[src/hdl/fault_pkg.sv]
/*
 * Constants, register map and state encoding of the buck converter fault logic.
 * Assumes a 100 MHz hclk and an AHB-Lite master doing single word transfers.
 */
package fault_pkg;

	// --------------------------------------------------------------
	// timing
	// --------------------------------------------------------------
	localparam int CLK_PERIOD_NS = 10;
	localparam int HICCUP_TIME_NS = 1_280_000;
	localparam int HICCUP_CYCLES = (HICCUP_TIME_NS + CLK_PERIOD_NS - 1) / CLK_PERIOD_NS;
	localparam int MIN_START_TIME_NS = 1_280_000;
	localparam int MIN_START_CYCLES = (MIN_START_TIME_NS + CLK_PERIOD_NS - 1) / CLK_PERIOD_NS;
	localparam int DEGLITCH_TIME_NS = 20_000;
	localparam int DEGLITCH_CYCLES = (DEGLITCH_TIME_NS + CLK_PERIOD_NS - 1) / CLK_PERIOD_NS;
	localparam int TIMER_W = 17;
	localparam int DEGLITCH_W = 12;

	// --------------------------------------------------------------
	// over-current counting
	// --------------------------------------------------------------
	localparam logic [5:0] QUIET_LAST = 6'h1F;
	localparam logic [2:0] OC_TRIP_PREV = 3'h4;

	// --------------------------------------------------------------
	// register map
	// --------------------------------------------------------------
	localparam int ADDR_W = 8;
	localparam logic [7:0] CTRL_OFF = 8'h00;
	localparam logic [7:0] STATUS_OFF = 8'h04;
	localparam logic [7:0] HICCUP_CNT_OFF = 8'h08;
	localparam logic [31:0] CTRL_RESET = 32'h0000_0001;
	localparam int CTRL_EN_BIT = 0;
	localparam int ST_STATE_LSB = 0;
	localparam int ST_COUNT_LSB = 4;
	localparam int ST_OT_BIT = 8;
	localparam int ST_OV_BIT = 9;
	localparam int ST_UV_BIT = 10;
	localparam int ST_LOCKOUT_BIT = 11;
	localparam int ST_REGULATION_OK_FLAG_BIT = 12;
	localparam int ST_HSBLOCK_BIT = 13;
	localparam int ST_NEGBLOCK_BIT = 14;
	localparam logic [1:0] HTRANS_NONSEQ_BIT1 = 2'h2;

	// --------------------------------------------------------------
	// synchronised pin inputs, bit positions
	// --------------------------------------------------------------
	localparam int IN_W = 14;
	localparam int I_OC = 0;
	localparam int I_OV = 1;
	localparam int I_UV = 2;
	localparam int I_LOCK = 3;
	localparam int I_OT = 4;
	localparam int I_SWPOS = 5;
	localparam int I_IZERO = 6;
	localparam int I_CYC = 7;
	localparam int I_EN = 8;
	localparam int I_UNREG = 9;
	localparam int I_SSFB = 10;
	localparam int I_PWMH = 11;
	localparam int I_PWML = 12;
	localparam int I_SSDONE = 13;

	typedef enum logic [2:0] {
		ST_OFF = 3'b000,
		ST_START = 3'b001,
		ST_RUN = 3'b010,
		ST_HIC_DRAIN = 3'b011,
		ST_HIC_WAIT = 3'b100
	} state_e;

endpackage

[src/hdl/sync2.sv]
/*
 * Two flip-flop synchroniser for a vector of independent level inputs.
 * Assumes each bit is a slow level; no bus coherency between bits.
 */
`timescale 1ns/1ps
module sync2 #(
	parameter int W = 1
) (
	input wire logic hclk, // clock
	input wire logic hresetn, // async reset, active low
	input wire logic [W-1:0] d, // asynchronous levels
	output logic [W-1:0] q // synchronised levels
);
	// --------------------------------------------------------------
	// per bit stages
	// --------------------------------------------------------------
	genvar i;
	generate
		for (i = 0; i < W; i++)
		begin : g_bit
			logic meta_reg;
			always_ff @(posedge hclk or negedge hresetn)
			begin
				if (!hresetn)
				begin
					meta_reg <= 1'b0;
					q[i] <= 1'b0;
				end
				else
				begin
					meta_reg <= d[i];
					q[i] <= meta_reg;
				end
			end
		end
	endgenerate
endmodule

[src/hdl/deglitch.sv]
/*
 * Symmetric deglitch filter: apart from force_low, which drops it at once, the output
 * follows the input only after the input has held its new level for CYCLES consecutive clocks.
 * Assumes raw is already synchronous to hclk.
 */
`timescale 1ns/1ps
module deglitch #(
	parameter int CYCLES = fault_pkg::DEGLITCH_CYCLES
) (
	input wire logic hclk, // clock
	input wire logic hresetn, // async reset, active low
	input wire logic raw, // unfiltered level
	input wire logic force_low, // drops output at once
	output logic filt // filtered level
);
	import fault_pkg::*;

	logic [DEGLITCH_W-1:0] cnt_reg;

	always_ff @(posedge hclk or negedge hresetn)
	begin
		if (!hresetn)
		begin
			cnt_reg <= '0;
			filt <= 1'b0;
		end
		else if (force_low)
		begin
			cnt_reg <= '0;
			filt <= 1'b0;
		end
		else if (raw == filt)
		begin
			cnt_reg <= '0;
		end
		else if (cnt_reg == DEGLITCH_W'(CYCLES - 1))
		begin
			cnt_reg <= '0;
			filt <= raw;
		end
		else
		begin
			cnt_reg <= cnt_reg + 1'b1;
		end
	end
endmodule

[src/hdl/buck_fault_protection_logic.sv]
/*
 * Fault management of a synchronous buck controller: cycle-by-cycle current
 * limit, over-current counter and hiccup sequence, soft-start discharge,
 * negative current limit, deglitched regulation flag, thermal shutdown,
 * and an AHB-Lite register slave.
 * Assumes all comparator and modulator inputs are asynchronous levels and
 * that sw_cycle rises once per switching period.
 */
`timescale 1ns/1ps
module buck_fault_protection_logic #(
	parameter int HICCUP_CYC = fault_pkg::HICCUP_CYCLES, // hiccup off time
	parameter int MIN_START_CYC = fault_pkg::MIN_START_CYCLES // shortest ramp
) (
	input wire logic hclk, // 100 MHz clock
	input wire logic hresetn, // async reset, active low
	input wire logic hsel, // slave select
	input wire logic [31:0] haddr, // byte address
	input wire logic [1:0] htrans, // transfer type
	input wire logic hwrite, // write when high
	input wire logic [2:0] hsize, // transfer size
	input wire logic [31:0] hwdata, // write data
	input wire logic hready, // bus ready
	output logic hreadyout, // slave ready
	output logic hresp, // response, always okay
	output logic [31:0] hrdata, // read data
	input wire logic oc_comp, // over-current comparator
	input wire logic ov_comp, // over-voltage comparator
	input wire logic uv_comp, // under-voltage comparator
	input wire logic supply_lockout, // supply below lockout
	input wire logic ot_comp, // over-temperature
	input wire logic switch_node_pos, // switch node above +100mV
	input wire logic izero_comp, // inductor current at zero
	input wire logic sw_cycle, // rises at each switching cycle
	input wire logic enable_pin, // enable comparator
	input wire logic out_unreg, // output unregulated or pre-biased
	input wire logic ss_above_fb, // soft-start above feedback
	input wire logic pwm_hs, // modulator high-side request
	input wire logic pwm_ls, // modulator low-side request
	input wire logic ss_done, // soft-start ramp complete
	output logic hs_en, // high-side gate enable
	output logic ls_en, // low-side gate enable
	output logic ss_pulldown, // soft-start discharge switch
	output logic regulation_ok_flag // power good
);
	import fault_pkg::*;

	// --------------------------------------------------------------
	// input synchronisation
	// --------------------------------------------------------------
	logic [IN_W-1:0] pins_raw;
	logic [IN_W-1:0] pins_s;
	logic cyc_d_reg;
	logic cyc_start;
	logic oc_s;
	logic ov_s;
	logic ot_s;
	logic lock_s;

	assign pins_raw[I_OC] = oc_comp;
	assign pins_raw[I_OV] = ov_comp;
	assign pins_raw[I_UV] = uv_comp;
	assign pins_raw[I_LOCK] = supply_lockout;
	assign pins_raw[I_OT] = ot_comp;
	assign pins_raw[I_SWPOS] = switch_node_pos;
	assign pins_raw[I_IZERO] = izero_comp;
	assign pins_raw[I_CYC] = sw_cycle;
	assign pins_raw[I_EN] = enable_pin;
	assign pins_raw[I_UNREG] = out_unreg;
	assign pins_raw[I_SSFB] = ss_above_fb;
	assign pins_raw[I_PWMH] = pwm_hs;
	assign pins_raw[I_PWML] = pwm_ls;
	assign pins_raw[I_SSDONE] = ss_done;

	sync2 #(
		.W(IN_W)
	) u_sync (
		.hclk(hclk),
		.hresetn(hresetn),
		.d(pins_raw),
		.q(pins_s)
	);

	assign oc_s = pins_s[I_OC];
	assign ov_s = pins_s[I_OV];
	assign ot_s = pins_s[I_OT];
	assign lock_s = pins_s[I_LOCK];

	always_ff @(posedge hclk or negedge hresetn)
	begin
		if (!hresetn)
			cyc_d_reg <= 1'b0;
		else
			cyc_d_reg <= pins_s[I_CYC];
	end

	assign cyc_start = pins_s[I_CYC] & ~cyc_d_reg;

	// --------------------------------------------------------------
	// declarations shared by the sections below
	// --------------------------------------------------------------
	state_e state_reg;
	state_e state_next;
	logic [TIMER_W-1:0] timer_reg;
	logic [31:0] ctrl_reg;
	logic [7:0] hiccup_cnt_reg;
	logic hs_block_reg;
	logic oc_seen_reg;
	logic [2:0] oc_count_reg;
	logic [5:0] quiet_reg;
	logic neg_block_reg;
	logic limiting;
	logic oc_event;
	logic quiet_clear;
	logic trip;
	logic enabled;
	logic shutdown;
	logic switching;
	logic pg_raw;
	logic wr_pend_reg;
	logic [31:0] wr_addr_reg;
	logic addr_valid;
	logic hic_clear;

	assign limiting = (state_reg == ST_START) || (state_reg == ST_RUN);
	assign enabled = pins_s[I_EN] & ctrl_reg[CTRL_EN_BIT];
	assign shutdown = ot_s | lock_s | ~enabled;

	// --------------------------------------------------------------
	// over-current detection and counting
	// --------------------------------------------------------------
	// an event counts once per cycle, the first cycle edge re-arms it
	assign oc_event = limiting & oc_s & (~oc_seen_reg | cyc_start);
	assign quiet_clear = cyc_start & ~oc_seen_reg & (quiet_reg == QUIET_LAST);
	assign trip = oc_event & ~quiet_clear
		& (oc_count_reg == OC_TRIP_PREV);

	always_ff @(posedge hclk or negedge hresetn)
	begin
		if (!hresetn)
			hs_block_reg <= 1'b0;
		else if (!limiting)
			hs_block_reg <= 1'b0;
		else if (oc_s)
			hs_block_reg <= 1'b1;
		else if (cyc_start)
			hs_block_reg <= 1'b0;
	end

	always_ff @(posedge hclk or negedge hresetn)
	begin
		if (!hresetn)
			oc_seen_reg <= 1'b0;
		else if (!limiting)
			oc_seen_reg <= 1'b0;
		else if (cyc_start)
			oc_seen_reg <= oc_s;
		else if (oc_s)
			oc_seen_reg <= 1'b1;
	end

	always_ff @(posedge hclk or negedge hresetn)
	begin
		if (!hresetn)
			quiet_reg <= '0;
		else if (!limiting)
			quiet_reg <= '0;
		else if (cyc_start)
		begin
			if (oc_seen_reg || quiet_clear)
				quiet_reg <= '0;
			else
				quiet_reg <= quiet_reg + 1'b1;
		end
	end

	// a new event in the clearing cycle still counts as the first
	always_ff @(posedge hclk or negedge hresetn)
	begin
		if (!hresetn)
			oc_count_reg <= '0;
		else if (!limiting || trip)
			oc_count_reg <= '0;
		else if (oc_event)
			oc_count_reg <= quiet_clear ? 3'h1 : oc_count_reg + 1'b1;
		else if (quiet_clear)
			oc_count_reg <= '0;
	end

	// --------------------------------------------------------------
	// sequencer
	// --------------------------------------------------------------
	always_comb
	begin
		state_next = state_reg;
		case (state_reg)
			ST_OFF:
				if (!shutdown)
					state_next = ST_START;
			ST_START:
				if (shutdown)
					state_next = ST_OFF;
				else if (trip)
					state_next = ST_HIC_DRAIN;
				else if (timer_reg >= TIMER_W'(MIN_START_CYC - 1) && pins_s[I_SSDONE])
					state_next = ST_RUN;
			ST_RUN:
				if (shutdown)
					state_next = ST_OFF;
				else if (trip)
					state_next = ST_HIC_DRAIN;
			ST_HIC_DRAIN:
				if (shutdown)
					state_next = ST_OFF;
				else if (pins_s[I_IZERO])
					state_next = ST_HIC_WAIT;
			ST_HIC_WAIT:
				if (shutdown)
					state_next = ST_OFF;
				else if (timer_reg >= TIMER_W'(HICCUP_CYC - 1))
					state_next = ST_START;
			default:
				state_next = ST_OFF;
		endcase
	end

	always_ff @(posedge hclk or negedge hresetn)
	begin
		if (!hresetn)
			state_reg <= ST_OFF;
		else
			state_reg <= state_next;
	end

	// one timer serves both the hiccup wait and the shortest ramp
	always_ff @(posedge hclk or negedge hresetn)
	begin
		if (!hresetn)
			timer_reg <= '0;
		else if (state_next != state_reg)
			timer_reg <= '0;
		else if (timer_reg != {TIMER_W{1'b1}})
			timer_reg <= timer_reg + 1'b1;
	end

	// --------------------------------------------------------------
	// gate drive and soft-start
	// --------------------------------------------------------------
	// pre-biased output: no switching until soft-start passes feedback
	assign switching = (state_next == ST_RUN) || (state_next == ST_START && pins_s[I_SSFB]);

	// latch ends with the low-side on time or with the over-voltage
	always_ff @(posedge hclk or negedge hresetn)
	begin
		if (!hresetn)
			neg_block_reg <= 1'b0;
		else if (ov_s && pins_s[I_PWML] && pins_s[I_SWPOS])
			neg_block_reg <= 1'b1;
		else if (!ov_s || !pins_s[I_PWML])
			neg_block_reg <= 1'b0;
	end

	always_ff @(posedge hclk or negedge hresetn)
	begin
		if (!hresetn)
			hs_en <= 1'b0;
		else
			hs_en <= switching & pins_s[I_PWMH] & ~oc_s & ~hs_block_reg & ~ot_s;
	end

	always_ff @(posedge hclk or negedge hresetn)
	begin
		if (!hresetn)
			ls_en <= 1'b0;
		else if (ot_s)
			ls_en <= 1'b0;
		else if (state_next == ST_HIC_DRAIN)
			ls_en <= ~pins_s[I_IZERO];
		else
			ls_en <= switching & pins_s[I_PWML] & ~neg_block_reg
				& ~(ov_s & pins_s[I_SWPOS]);
	end

	always_ff @(posedge hclk or negedge hresetn)
	begin
		if (!hresetn)
			ss_pulldown <= 1'b1;
		else
			ss_pulldown <= (state_next == ST_OFF) || (state_next == ST_HIC_DRAIN)
				|| (state_next == ST_HIC_WAIT);
	end

	// --------------------------------------------------------------
	// regulation flag
	// --------------------------------------------------------------
	assign pg_raw = (state_reg == ST_RUN) & ~hs_block_reg & (oc_count_reg == 3'h0) & ~oc_s
		& ~lock_s & ~ov_s & ~pins_s[I_UV] & ~pins_s[I_UNREG] & ~ot_s;

	deglitch #(
		.CYCLES(DEGLITCH_CYCLES)
	) u_pg (
		.hclk(hclk),
		.hresetn(hresetn),
		.raw(pg_raw),
		.force_low(ot_s),
		.filt(regulation_ok_flag)
	);

	// --------------------------------------------------------------
	// register slave
	// --------------------------------------------------------------
	function automatic logic reg_hit(input logic [31:0] addr, input logic [7:0] off);
		reg_hit = (addr[31:ADDR_W] == '0) && (addr[ADDR_W-1:0] == off);
	endfunction

	assign addr_valid = hsel & hready & ((htrans & HTRANS_NONSEQ_BIT1) != 2'h0);
	assign hic_clear = wr_pend_reg & reg_hit(wr_addr_reg, HICCUP_CNT_OFF);

	always_ff @(posedge hclk or negedge hresetn)
	begin
		if (!hresetn)
		begin
			wr_pend_reg <= 1'b0;
			wr_addr_reg <= '0;
		end
		else
		begin
			wr_pend_reg <= addr_valid & hwrite;
			if (addr_valid)
				wr_addr_reg <= haddr;
		end
	end

	always_ff @(posedge hclk or negedge hresetn)
	begin
		if (!hresetn)
			ctrl_reg <= CTRL_RESET;
		else if (wr_pend_reg && reg_hit(wr_addr_reg, CTRL_OFF))
			ctrl_reg <= hwdata & CTRL_RESET;
	end

	// a trip in the clearing cycle survives the clear
	always_ff @(posedge hclk or negedge hresetn)
	begin
		if (!hresetn)
			hiccup_cnt_reg <= '0;
		else if (trip)
			hiccup_cnt_reg <= hic_clear ? 8'h01 : hiccup_cnt_reg + 1'b1;
		else if (hic_clear)
			hiccup_cnt_reg <= '0;
	end

	// read data is sampled in the address phase, so a write still in its
	// data phase is forwarded
	always_ff @(posedge hclk or negedge hresetn)
	begin
		if (!hresetn)
			hrdata <= '0;
		else if (addr_valid && !hwrite)
		begin
			if (reg_hit(haddr, CTRL_OFF))
				hrdata <= (wr_pend_reg && reg_hit(wr_addr_reg, CTRL_OFF))
					? (hwdata & CTRL_RESET) : ctrl_reg;
			else if (reg_hit(haddr, STATUS_OFF))
			begin
				hrdata <= '0;
				hrdata[ST_STATE_LSB +: 3] <= state_reg;
				hrdata[ST_COUNT_LSB +: 3] <= oc_count_reg;
				hrdata[ST_OT_BIT] <= ot_s;
				hrdata[ST_OV_BIT] <= ov_s;
				hrdata[ST_UV_BIT] <= pins_s[I_UV];
				hrdata[ST_LOCKOUT_BIT] <= lock_s;
				hrdata[ST_REGULATION_OK_FLAG_BIT] <= regulation_ok_flag;
				hrdata[ST_HSBLOCK_BIT] <= hs_block_reg;
				hrdata[ST_NEGBLOCK_BIT] <= neg_block_reg;
			end
			else if (reg_hit(haddr, HICCUP_CNT_OFF))
				hrdata <= {24'h00_0000, (hic_clear && !trip) ? 8'h00 : hiccup_cnt_reg};
			else
				hrdata <= '0;
		end
	end

	always_ff @(posedge hclk or negedge hresetn)
	begin
		if (!hresetn)
		begin
			hreadyout <= 1'b1;
			hresp <= 1'b0;
		end
		else
		begin
			hreadyout <= 1'b1;
			hresp <= 1'b0;
		end
	end
endmodule

[config.mk]
export PLATFORM = sky130hd
export DESIGN_NAME = buck_fault_protection_logic
export DESIGN_NICKNAME = d
export VERILOG_FILES = /design/src/hdl/fault_pkg.sv /design/src/hdl/sync2.sv /design/src/hdl/deglitch.sv /design/src/hdl/buck_fault_protection_logic.sv
export SDC_FILE = /design/constraint.sdc
export NUM_CORES = 1
export LEC_CHECK = 0
export ABC_AREA = 1
export BUFFER_PORTS_ARGS = -buffer_cell sky130_fd_sc_hd__buf_2
export CAP_MARGIN = 20
export CORE_MARGIN = 3
export CORE_UTILIZATION = 45
export DETAILED_ROUTE_END_ITERATION = 8
export PLACE_DENSITY_LB_ADDON = 0.25
export SYNTH_ARGS = -nofsm -noshare
export SYNTH_HDL_FRONTEND = slang
export SYNTH_SLANG_ARGS = --single-unit
[constraint.sdc]
create_clock -name hclk -period 2.3 [get_ports hclk]
set_input_delay 0.46 -clock hclk [delete_from_list [all_inputs] [get_ports hclk]]
set_output_delay 0.46 -clock hclk [all_outputs]
set_load 0.02 [all_outputs]
# After elaboration in Yosys (flattened, before gate mapping)
# Cells that the tools add are included.
[classes] n_addsub=5 order_cmp=1 n_eq_ne=20 muxes=44 bitwise_logic=45 reduce_logical=37
[op_table] cell="$mux 32" count=3
[op_table] cell="$logic_not 24->1" count=2
[op_table] cell="$mux 3" count=14
[op_table] cell="$mux 8" count=5
[op_table] cell="$mux 12" count=3
[op_table] cell="$mux 17" count=2
[op_table] cell="$and 1x1->1" count=28
[op_table] cell="$mux 6" count=3
[op_table] cell="$add 17x1->17 const B" count=1
[op_table] cell="$ge 17x17->1 const B" count=1
[op_table] cell="$ne 17x17->1 const B" count=1
[op_table] cell="$eq 8x4->1 const B" count=2
[op_table] cell="$logic_not 8->1" count=2
[op_table] cell="$pmux 3 s5" count=1
[op_table] cell="$not 1->1" count=14
[op_table] cell="$mux 1" count=13
[op_table] cell="$add 12x1->12 const B" count=1
[op_table] cell="$eq 12x11->1 const B" count=1
[op_table] cell="$eq 3x2->1 const B" count=4
[op_table] cell="$logic_and 1x1->1" count=12
[op_table] cell="$eq 3x3->1 const B" count=3
[op_table] cell="$logic_not 3->1" count=3
[op_table] cell="$add 8x1->8 const B" count=1
[op_table] cell="$eq 8x3->1 const B" count=1
[op_table] cell="other kinds (14)" count=31
[word_totals] ff_bits=182 input_bits=88 out_inout_bits=38 word_cells=198

# Depth between registers and ports, before layout
# Gate-level depths: netlist of the first run.
[logic_depth] word_depth=18 mapped_depth=14 ltp_nobuf=14

# Cells and area by module
# A second synthesis of the first run with hierarchy kept.
[hier_totals] cells_unflattened=851 area_unflattened_um2=7733.7
[modules_own_cells] mod="buck_fault_protection_logic" instances=1 cells_each=730 area_each_um2=6337.3 seq_area_each_um2=3530.9
[modules_own_cells] mod="sync2" instances=1 cells_each=28 area_each_um2=700.7 seq_area_each_um2=700.7
[modules_own_cells] mod="deglitch" instances=1 cells_each=93 area_each_um2=695.7 seq_area_each_um2=325.3

# Worst setup path after synthesis of the first run
# Ideal clock, no wire load.
[synth_timing] kind="register -> register" start="register timer_reg[0]" end="register timer_reg[11]" arrival_time_ps=1951 slack_ps=228 stages_incl_launch_ff=13 cell_sequence="dfrtp_1 > ha_1 > nand3_1 > nor2_1 > inv_1 > nor3_1 > ha_1 > clkbuf_1 > inv_1 > nand2_1 > or3_1 > o21ai_0 > nor2_1"
[synth_between] elab_chain_cells=8 word_cells_on_any_way=14
[synth_rtl] element="start: declaration" line="buck_fault_protection_logic.sv:103" source="logic [TIMER_W-1:0] timer_reg;"
[synth_rtl] element="start signal: assignment" line="buck_fault_protection_logic.sv:242" source="timer_reg <= timer_reg + 1'b1;"
[synth_rtl] element="$ge 17x17->1" line="buck_fault_protection_logic.sv:204, buck_fault_protection_logic.sv:219"
[synth_rtl] element="$logic_and 1x1->1" line="buck_fault_protection_logic.sv:204" source="else if (timer_reg >= TIMER_W'(MIN_START_CYC - 1) && pins_s[I_SSDONE])"
[synth_rtl] element="$mux 3" line="buck_fault_protection_logic.sv:204"
[synth_rtl] element="$mux 3" line="buck_fault_protection_logic.sv:202" source="else if (trip)"
[synth_rtl] element="$mux 3" line="buck_fault_protection_logic.sv:200" source="if (shutdown)"
[synth_rtl] element="$pmux 3 s5" line="buck_fault_protection_logic.sv:195" source="case (state_reg)"
[synth_rtl] element="$ne 3x3->1" line="buck_fault_protection_logic.sv:239" source="else if (state_next != state_reg)"
[synth_rtl] element="$mux 17 or $reduce_bool 2->1 (tied branches)"
# Parallel ways exist; a longest one is shown, timed or not. The select of a mux whose other input is x is not followed.
# A chain may end at the register's enable or synchronous reset.

# Final worst setup path of the first run
# Ends and elaborated chain as after synthesis.

==> reports/results.ini, run 1 <==
[run_status]
status=finished, final reports clean

[timing]
maxSlewHeadroom=0.642
finalCritPeriodShare=0.902
finalSetupViolCount=0
tightest_slew_ns=0.537
rsz0062_at_grt=true
drv_slew=0
hold_ws_ns=0.123
period_needed_ns=2.08
fmax_mhz=482
finClkSkew_ns=0.0109
setup_slack_ns=0.225
timing.final.hold_violations=0

[cts]
clock_sinks=182
htree_levels=4
cts_buffers=17
clk_pin_slew_ns=0.07
clk_path_buf_depth=2
clkLatencyLatePin_ns=0.44
cts_tree=built
cts_root_buffer=clkbuf_16

[global_routing]
gr-usage-met1=0.248
grt_overflow=0
grt.total_usage=0.183
grt_busiest_layer=met2
grt_pass1_wl_um=27000
grt_antenna_before_repair=0
use_met2=0.288
grtUsageMet3=0.0511
grt_start_max_net_pins=64
first_global_vias=5673

[worst_setup_path]
worstPathArrival_ns=2.40
cp-start-kind=flop
max_stage_delay_ns=0.41
r2r-end=timer_reg[11]$_DFFE_PN0P_
crit_chain=ha_1, nand3_1, nor2_2, inv_1, nor3_1, ha_2, inv_1, nand2_1, or3_1, o21ai_0, nor2_1
critPathBufInv=2
cp-end-kind=flop
cp_max_fo=7
worstSetupPathType=flop to flop
crit_required_ns=2.62
path_delay_family=simple AND/OR/NAND/NOR gates
regToRegSetupSlack_ns=0.22
reg2regPathDepth=11
cpMostUsedCell=inv_1
crit-reg2reg-launch=timer_reg[0]$_DFFE_PN0P_
slowest_stage=dfrtp_1

[synthesis]
synth_nets=934
synth-edff-count=0
synth_seq_cells=182
syn-cell-area_um2=7700
synth_top_area_cell=dfrtp_1
yosysMostFrequentCell=dfrtp_1
yosys-top-cells-area=dfrtp_1 (59%), nand2_1 (7.8%), inv_1 (6.3%)
synth_flop_cell=dfrtp_1
synth-async-reset-ratio=1.00
yosysSeqAreaShare=0.592
ys_top_cells_by_count=dfrtp_1 (180), nand2_1 (160), inv_1 (129)
synth_cells=839
syn_avg_cell_area_um2=9.17
synth_top_area_share=0.585
yosys_warnings=0
yosysUniqueCellTypes=40

[placement]
place.port_buffers=88
place_hpwl_um=11300
pre_cts_ws_ns=0.0819
gp_congestion=0.857

[drt]
drc=0
vias=5763
ant_nets=0
drt-wirelength-per-cell_um=13.5
first_pass_iters=4
drt_wl_total_um=15900
routed_via_density=4.88
drt_iter0_markers=353

[final_layout]
final_core_util=0.551
fill_cells=1495
antennaDiodeCount=0
multiInputGateArea_um2=2600
layout-drive-gt1-share=0.185
nets=1044
regArea_um2=4560
area_growth_pct=19.1

[power]
irDropWorstVdd_v=0.000572
powerDensity_nw_per_um2=747
leakage_nw=4.66

[die]
fp.dieH_um=137
start_util=0.463
coreArea_um2=16600
die_width_um=137
num_rows=47
dieArea_um2=18700
ios=126

[flow_run]
cap_violations=0

[hold_path]
holdPathEnd=u_sync.g_bit[2].meta_reg$_DFF_PN0_
hold_path_class=input port to flop
whs_path_depth=1
worstHoldStart=uv_comp

-- power by group --
| part | switching (W) | internal (W) |
|---|---|---|
| Combinational | 0.000263 | 0.000187 |
| Sequential | 0.000102 | 0.00336 |
| Clock | 0.00131 | 0.00163 |
-- worst reg2reg max path, delay by kind of cell (launching register included) --
kind,cells,cell delay (ns)
buffers and inverters,2,0.22
adders and majority gates,2,0.43
AOI/OAI and AO/OA,1,0.17
and+or+nand+nor,6,0.74
DFF,1,0.41
-- logic make-up after synthesis --
group	synth area share
compound gates	0.0790
xor+xnor	0.0239
fa+ha+maj	0.0114
buf+inv	0.0748
flops	0.592
mux	0.00423
other cells	0.000976
simple gates	0.214
-- final cells by class --
class / instances / share of cell area
timing repair buffer: 109 / 0.0716
multi-input combinational: 508 / 0.283
clock inverter: 14 / 0.0179
clock buffer: 17 / 0.0464
tap: 220 / 0.0300
inverter: 131 / 0.0536
sequential: 182 / 0.497
-- what timing repair did --
action,4_1_cts,5_1_grt
hold buffers,1,0
endpoints found under the hold margin,14,0
resized for setup,0,8
buffers inserted,0,0
setup endpoints to repair,0,19
-- metrics by stage --
step           TNS [ns]  cell area, µm²  std cells  power (W)
2_1_floorplan         0            7700        839    0.00377
3_3_place_gp          0            8540       1149    0.00397
3_5_place_dp          0            8540       1149    0.00398
4_1_cts               0            9140       1181    0.00692
5_1_grt        -0.00896            9170       1181    0.00716
6_report              0            9170       1181    0.00685
-- routing by layer --
layer,vias up,part of all wire,wire length (µm)
met4,0,0.016,257
met5,-,0,0
li1,2889,-,-
met1,2742,0.46,7380
met3,21,0.052,833
met2,111,0.47,7440
-- cells in the final DEF (no fill, tap or decap), drive strengths merged --
cell type    count
dfrtp          180
nand2          165
xnor2            7
conb             2
dlygate4sd3      1
o22ai            2
nand3           38
nand4           23
clkinvlp         1
a22oi            2
o311ai           5
o211ai           6
ha               7
and3             1
nor2           111
a211oi           2
o21ai           72
a32o             1
buf            108
mux2             2
o211a            1
o32ai            1
nor4             6
clkbuf          17
nor3b            5
bufinv           2
mux2i            1
or3              1
xor2            14
dfstp            2
nor3            16
a21oi           16
clkinv           4
inv            138
a21boi           1
-- worst max-delay path by stage --
stage	from	to	slack (ns)	cells past startpoint
2_1_floorplan	timer_reg[0]$_DFFE_PN0P_	timer_reg[11]$_DFFE_PN0P_	0.23	12
3_3_place_gp	timer_reg[0]$_DFFE_PN0P_	timer_reg[9]$_DFFE_PN0P_	0.15	11
3_5_place_dp	haddr[4]	hrdata[27]$_DFFE_PN0P_	0.08	12
4_1_cts	timer_reg[0]$_DFFE_PN0P_	timer_reg[11]$_DFFE_PN0P_	0.13	11
5_1_grt	timer_reg[0]$_DFFE_PN0P_	timer_reg[8]$_DFFE_PN0P_	-0.009	13
6_report	timer_reg[0]$_DFFE_PN0P_	timer_reg[11]$_DFFE_PN0P_	0.22	11
Note: power is estimated with default switching activity, not from simulation.
==> run 2: changes to the inputs <==
--- a/config.mk
+++ b/config.mk
@@ -12,6 +12,7 @@
 export CORE_UTILIZATION = 45
 export DETAILED_ROUTE_END_ITERATION = 8
 export PLACE_DENSITY_LB_ADDON = 0.25
+export RECOVER_POWER = 100
 export SYNTH_ARGS = -nofsm -noshare
 export SYNTH_HDL_FRONTEND = slang
 export SYNTH_SLANG_ARGS = --single-unit
==> reports/results.ini, run 2 (synthesized netlist as in run 1, its figures left out) <==
[drt]
drt-wirelength-per-cell_um=13.5
vias=5779
routed_via_density=4.89
first_pass_iters=4
ant_nets=0
drt_iter0_markers=340
drt_wl_total_um=15900
drc=0

[run_status]
status=finished, final reports clean

[power]
leakage_nw=4.49
intPower_w=0.00516
powerDensity_nw_per_um2=755
combPwrFrac=0.063
seq_power_share=0.506
netSwitchingPower_w=0.00167
irDropWorstVdd_v=0.000582
share_clk_of_total_power=0.430
swShare=0.244

[final_layout]
layout-drive-gt1-share=0.135
antennaDiodeCount=0
nets=1044
area_growth_pct=17.6
fill_cells=1532
mostFrequentLayoutCells=dfrtp_1 (179), nand2_1 (160), inv_1 (129), nor2_1 (103), o21ai_0 (72)
final_common_cell=dfrtp_1
stdcell_count=1181

[worst_setup_path]
cp-end-kind=flop
cp_max_fo=8
worstPathArrival_ns=2.47
crit_required_ns=2.66
cp-start-kind=flop
reg2regPathDepth=13
r2r-end=hiccup_cnt_reg[7]$_DFFE_PN0P_
worstSetupPathType=flop to flop
regToRegSetupSlack_ns=0.19
crit-reg2reg-launch=quiet_reg[0]$_DFFE_PN0P_

[die]
start_util=0.463
ios=126
fp.dieH_um=137
coreArea_um2=16600
die_width_um=137
num_rows=47
dieArea_um2=18700

[flow_run]
cap_violations=0

[hold_path]
holdPathEnd=u_sync.g_bit[2].meta_reg$_DFF_PN0_
hold_path_class=input port to flop
whs_path_depth=1
worstHoldStart=uv_comp

[cts]
cts_setup_buffers=0
clkLatencyLatePin_ns=0.44
cts_buffers=17
cts_root_buffer=clkbuf_16
htree_levels=4
clk_pin_slew_ns=0.07
clk_path_buf_depth=2
cts_tree=built
clock_sinks=182

[timing]
timing.final.hold_violations=0
rsz0062_at_grt=true
finalCritPeriodShare=0.917
drv_slew=0
finClkSkew_ns=0.0113
tns_ns=0
period_needed_ns=2.11
tightest_slew_ns=1.42
maxSlewHeadroom=0.0535
finalSetupViolCount=0
fmax_mhz=474

[global_routing]
grt_antenna_before_repair=0
grt.total_usage=0.183
first_global_vias=5673
grt_pass1_wl_um=27000
grt_start_max_net_pins=64
grt_overflow=0

[placement]
place_inst=1149
place.port_buffers=88
place_hpwl_um=11300
gp_congestion=0.857

[run 2: cell types whose count changed in the layout (fill, tap and decap cells not counted), moves of 2 or more]
cell | previous run | this run
nand3_1 | 32 | 34
nor2_4 | 4 | 2
clkbuf_1 | 0 | 36
buf_2 | 87 | 51
clkbuf_2 | 0 | 6
nor2_1 | 94 | 103
nor2_2 | 13 | 6
buf_4 | 16 | 10
nand3_2 | 5 | 3
[run 2: cell type report]
type                            instances  area (µm²)  share of cell area
Sequential cell                       182        4560               0.504
Multi-Input combinational cell        508        2550               0.282
Clock buffer                           17         425              0.0470
Tap cell                              220         275              0.0304
Clock inverter                         14         164              0.0181
Inverter                              131         492              0.0543
Timing Repair Buffer                  109         584              0.0646
[run 2: through the flow]
stage | worst slack (ns) | hold slack (ns) | instance area [µm²] | total power, W | util
after global routing | -0.00896 | 0.0972 | 9050 | 0.00715 | 0.544
after global placement | 0.153 | 0.333 | 8540 | 0.00397 | 0.513
final | 0.192 | 0.123 | 9050 | 0.00683 | 0.544
after detailed placement | 0.0819 | 0.336 | 8540 | 0.00398 | 0.513
after CTS | 0.132 | 0.102 | 9140 | 0.00692 | 0.549
after floorplan | 0.228 | 0.164 | 7700 | 0.00377 | -
[run 2: per-layer routing]
metal  GRT usage  vias up  wire, µm  share of wire
li1            -     2890         -              -
met1       0.248     2756      7500           0.47
met3      0.0511       21       775          0.049
met2       0.288      112      7420           0.47
met5           0        -         0              0
met4      0.0588        0       243          0.015
[run 2: worst max-delay path, cell delays in order (launching register included)]
cell and delay (ns):
dfrtp_1 0.41, ha_1 0.25, nand4_1 0.20, nor2_4 0.08, nor2_4 0.18, nand2_4 0.07
buf_4 0.17, nor2_2 0.13, inv_1 0.07, nor2_1 0.11, nand3_1 0.08, inv_1 0.07
o21ai_0 0.07, a21oi_1 0.14
[run 2: how the worst max path moves through the flow]
stage                              from                       endpoint  slack [ns]
6_report       quiet_reg[0]$_DFFE_PN0P_  hiccup_cnt_reg[7]$_DFFE_PN0P_        0.19
5_1_grt                         hresetn          ss_pulldown$_DFF_PN1_      -0.009
4_1_cts        timer_reg[0]$_DFFE_PN0P_      timer_reg[11]$_DFFE_PN0P_        0.13
3_5_place_dp                   haddr[4]         hrdata[27]$_DFFE_PN0P_        0.08
3_3_place_gp   timer_reg[0]$_DFFE_PN0P_       timer_reg[9]$_DFFE_PN0P_        0.15
2_1_floorplan  timer_reg[0]$_DFFE_PN0P_      timer_reg[11]$_DFFE_PN0P_        0.23
[run 2: power by group through the flow]
stage	logic, W	registers (W)	clock network (W)
floorplan	0.000273	0.00350	0
global placement	0.000451	0.00352	0
detailed placement	0.000458	0.00352	0
CTS	0.000462	0.00346	0.00300
global route	0.000506	0.00348	0.00316
finish	0.000432	0.00346	0.00294
[run 2: timing repair]
item                                   CTS  global route
endpoints found under the hold margin   14             0
setup endpoints to repair                0            19
resized for setup                        0             8
hold buffers                             1             0
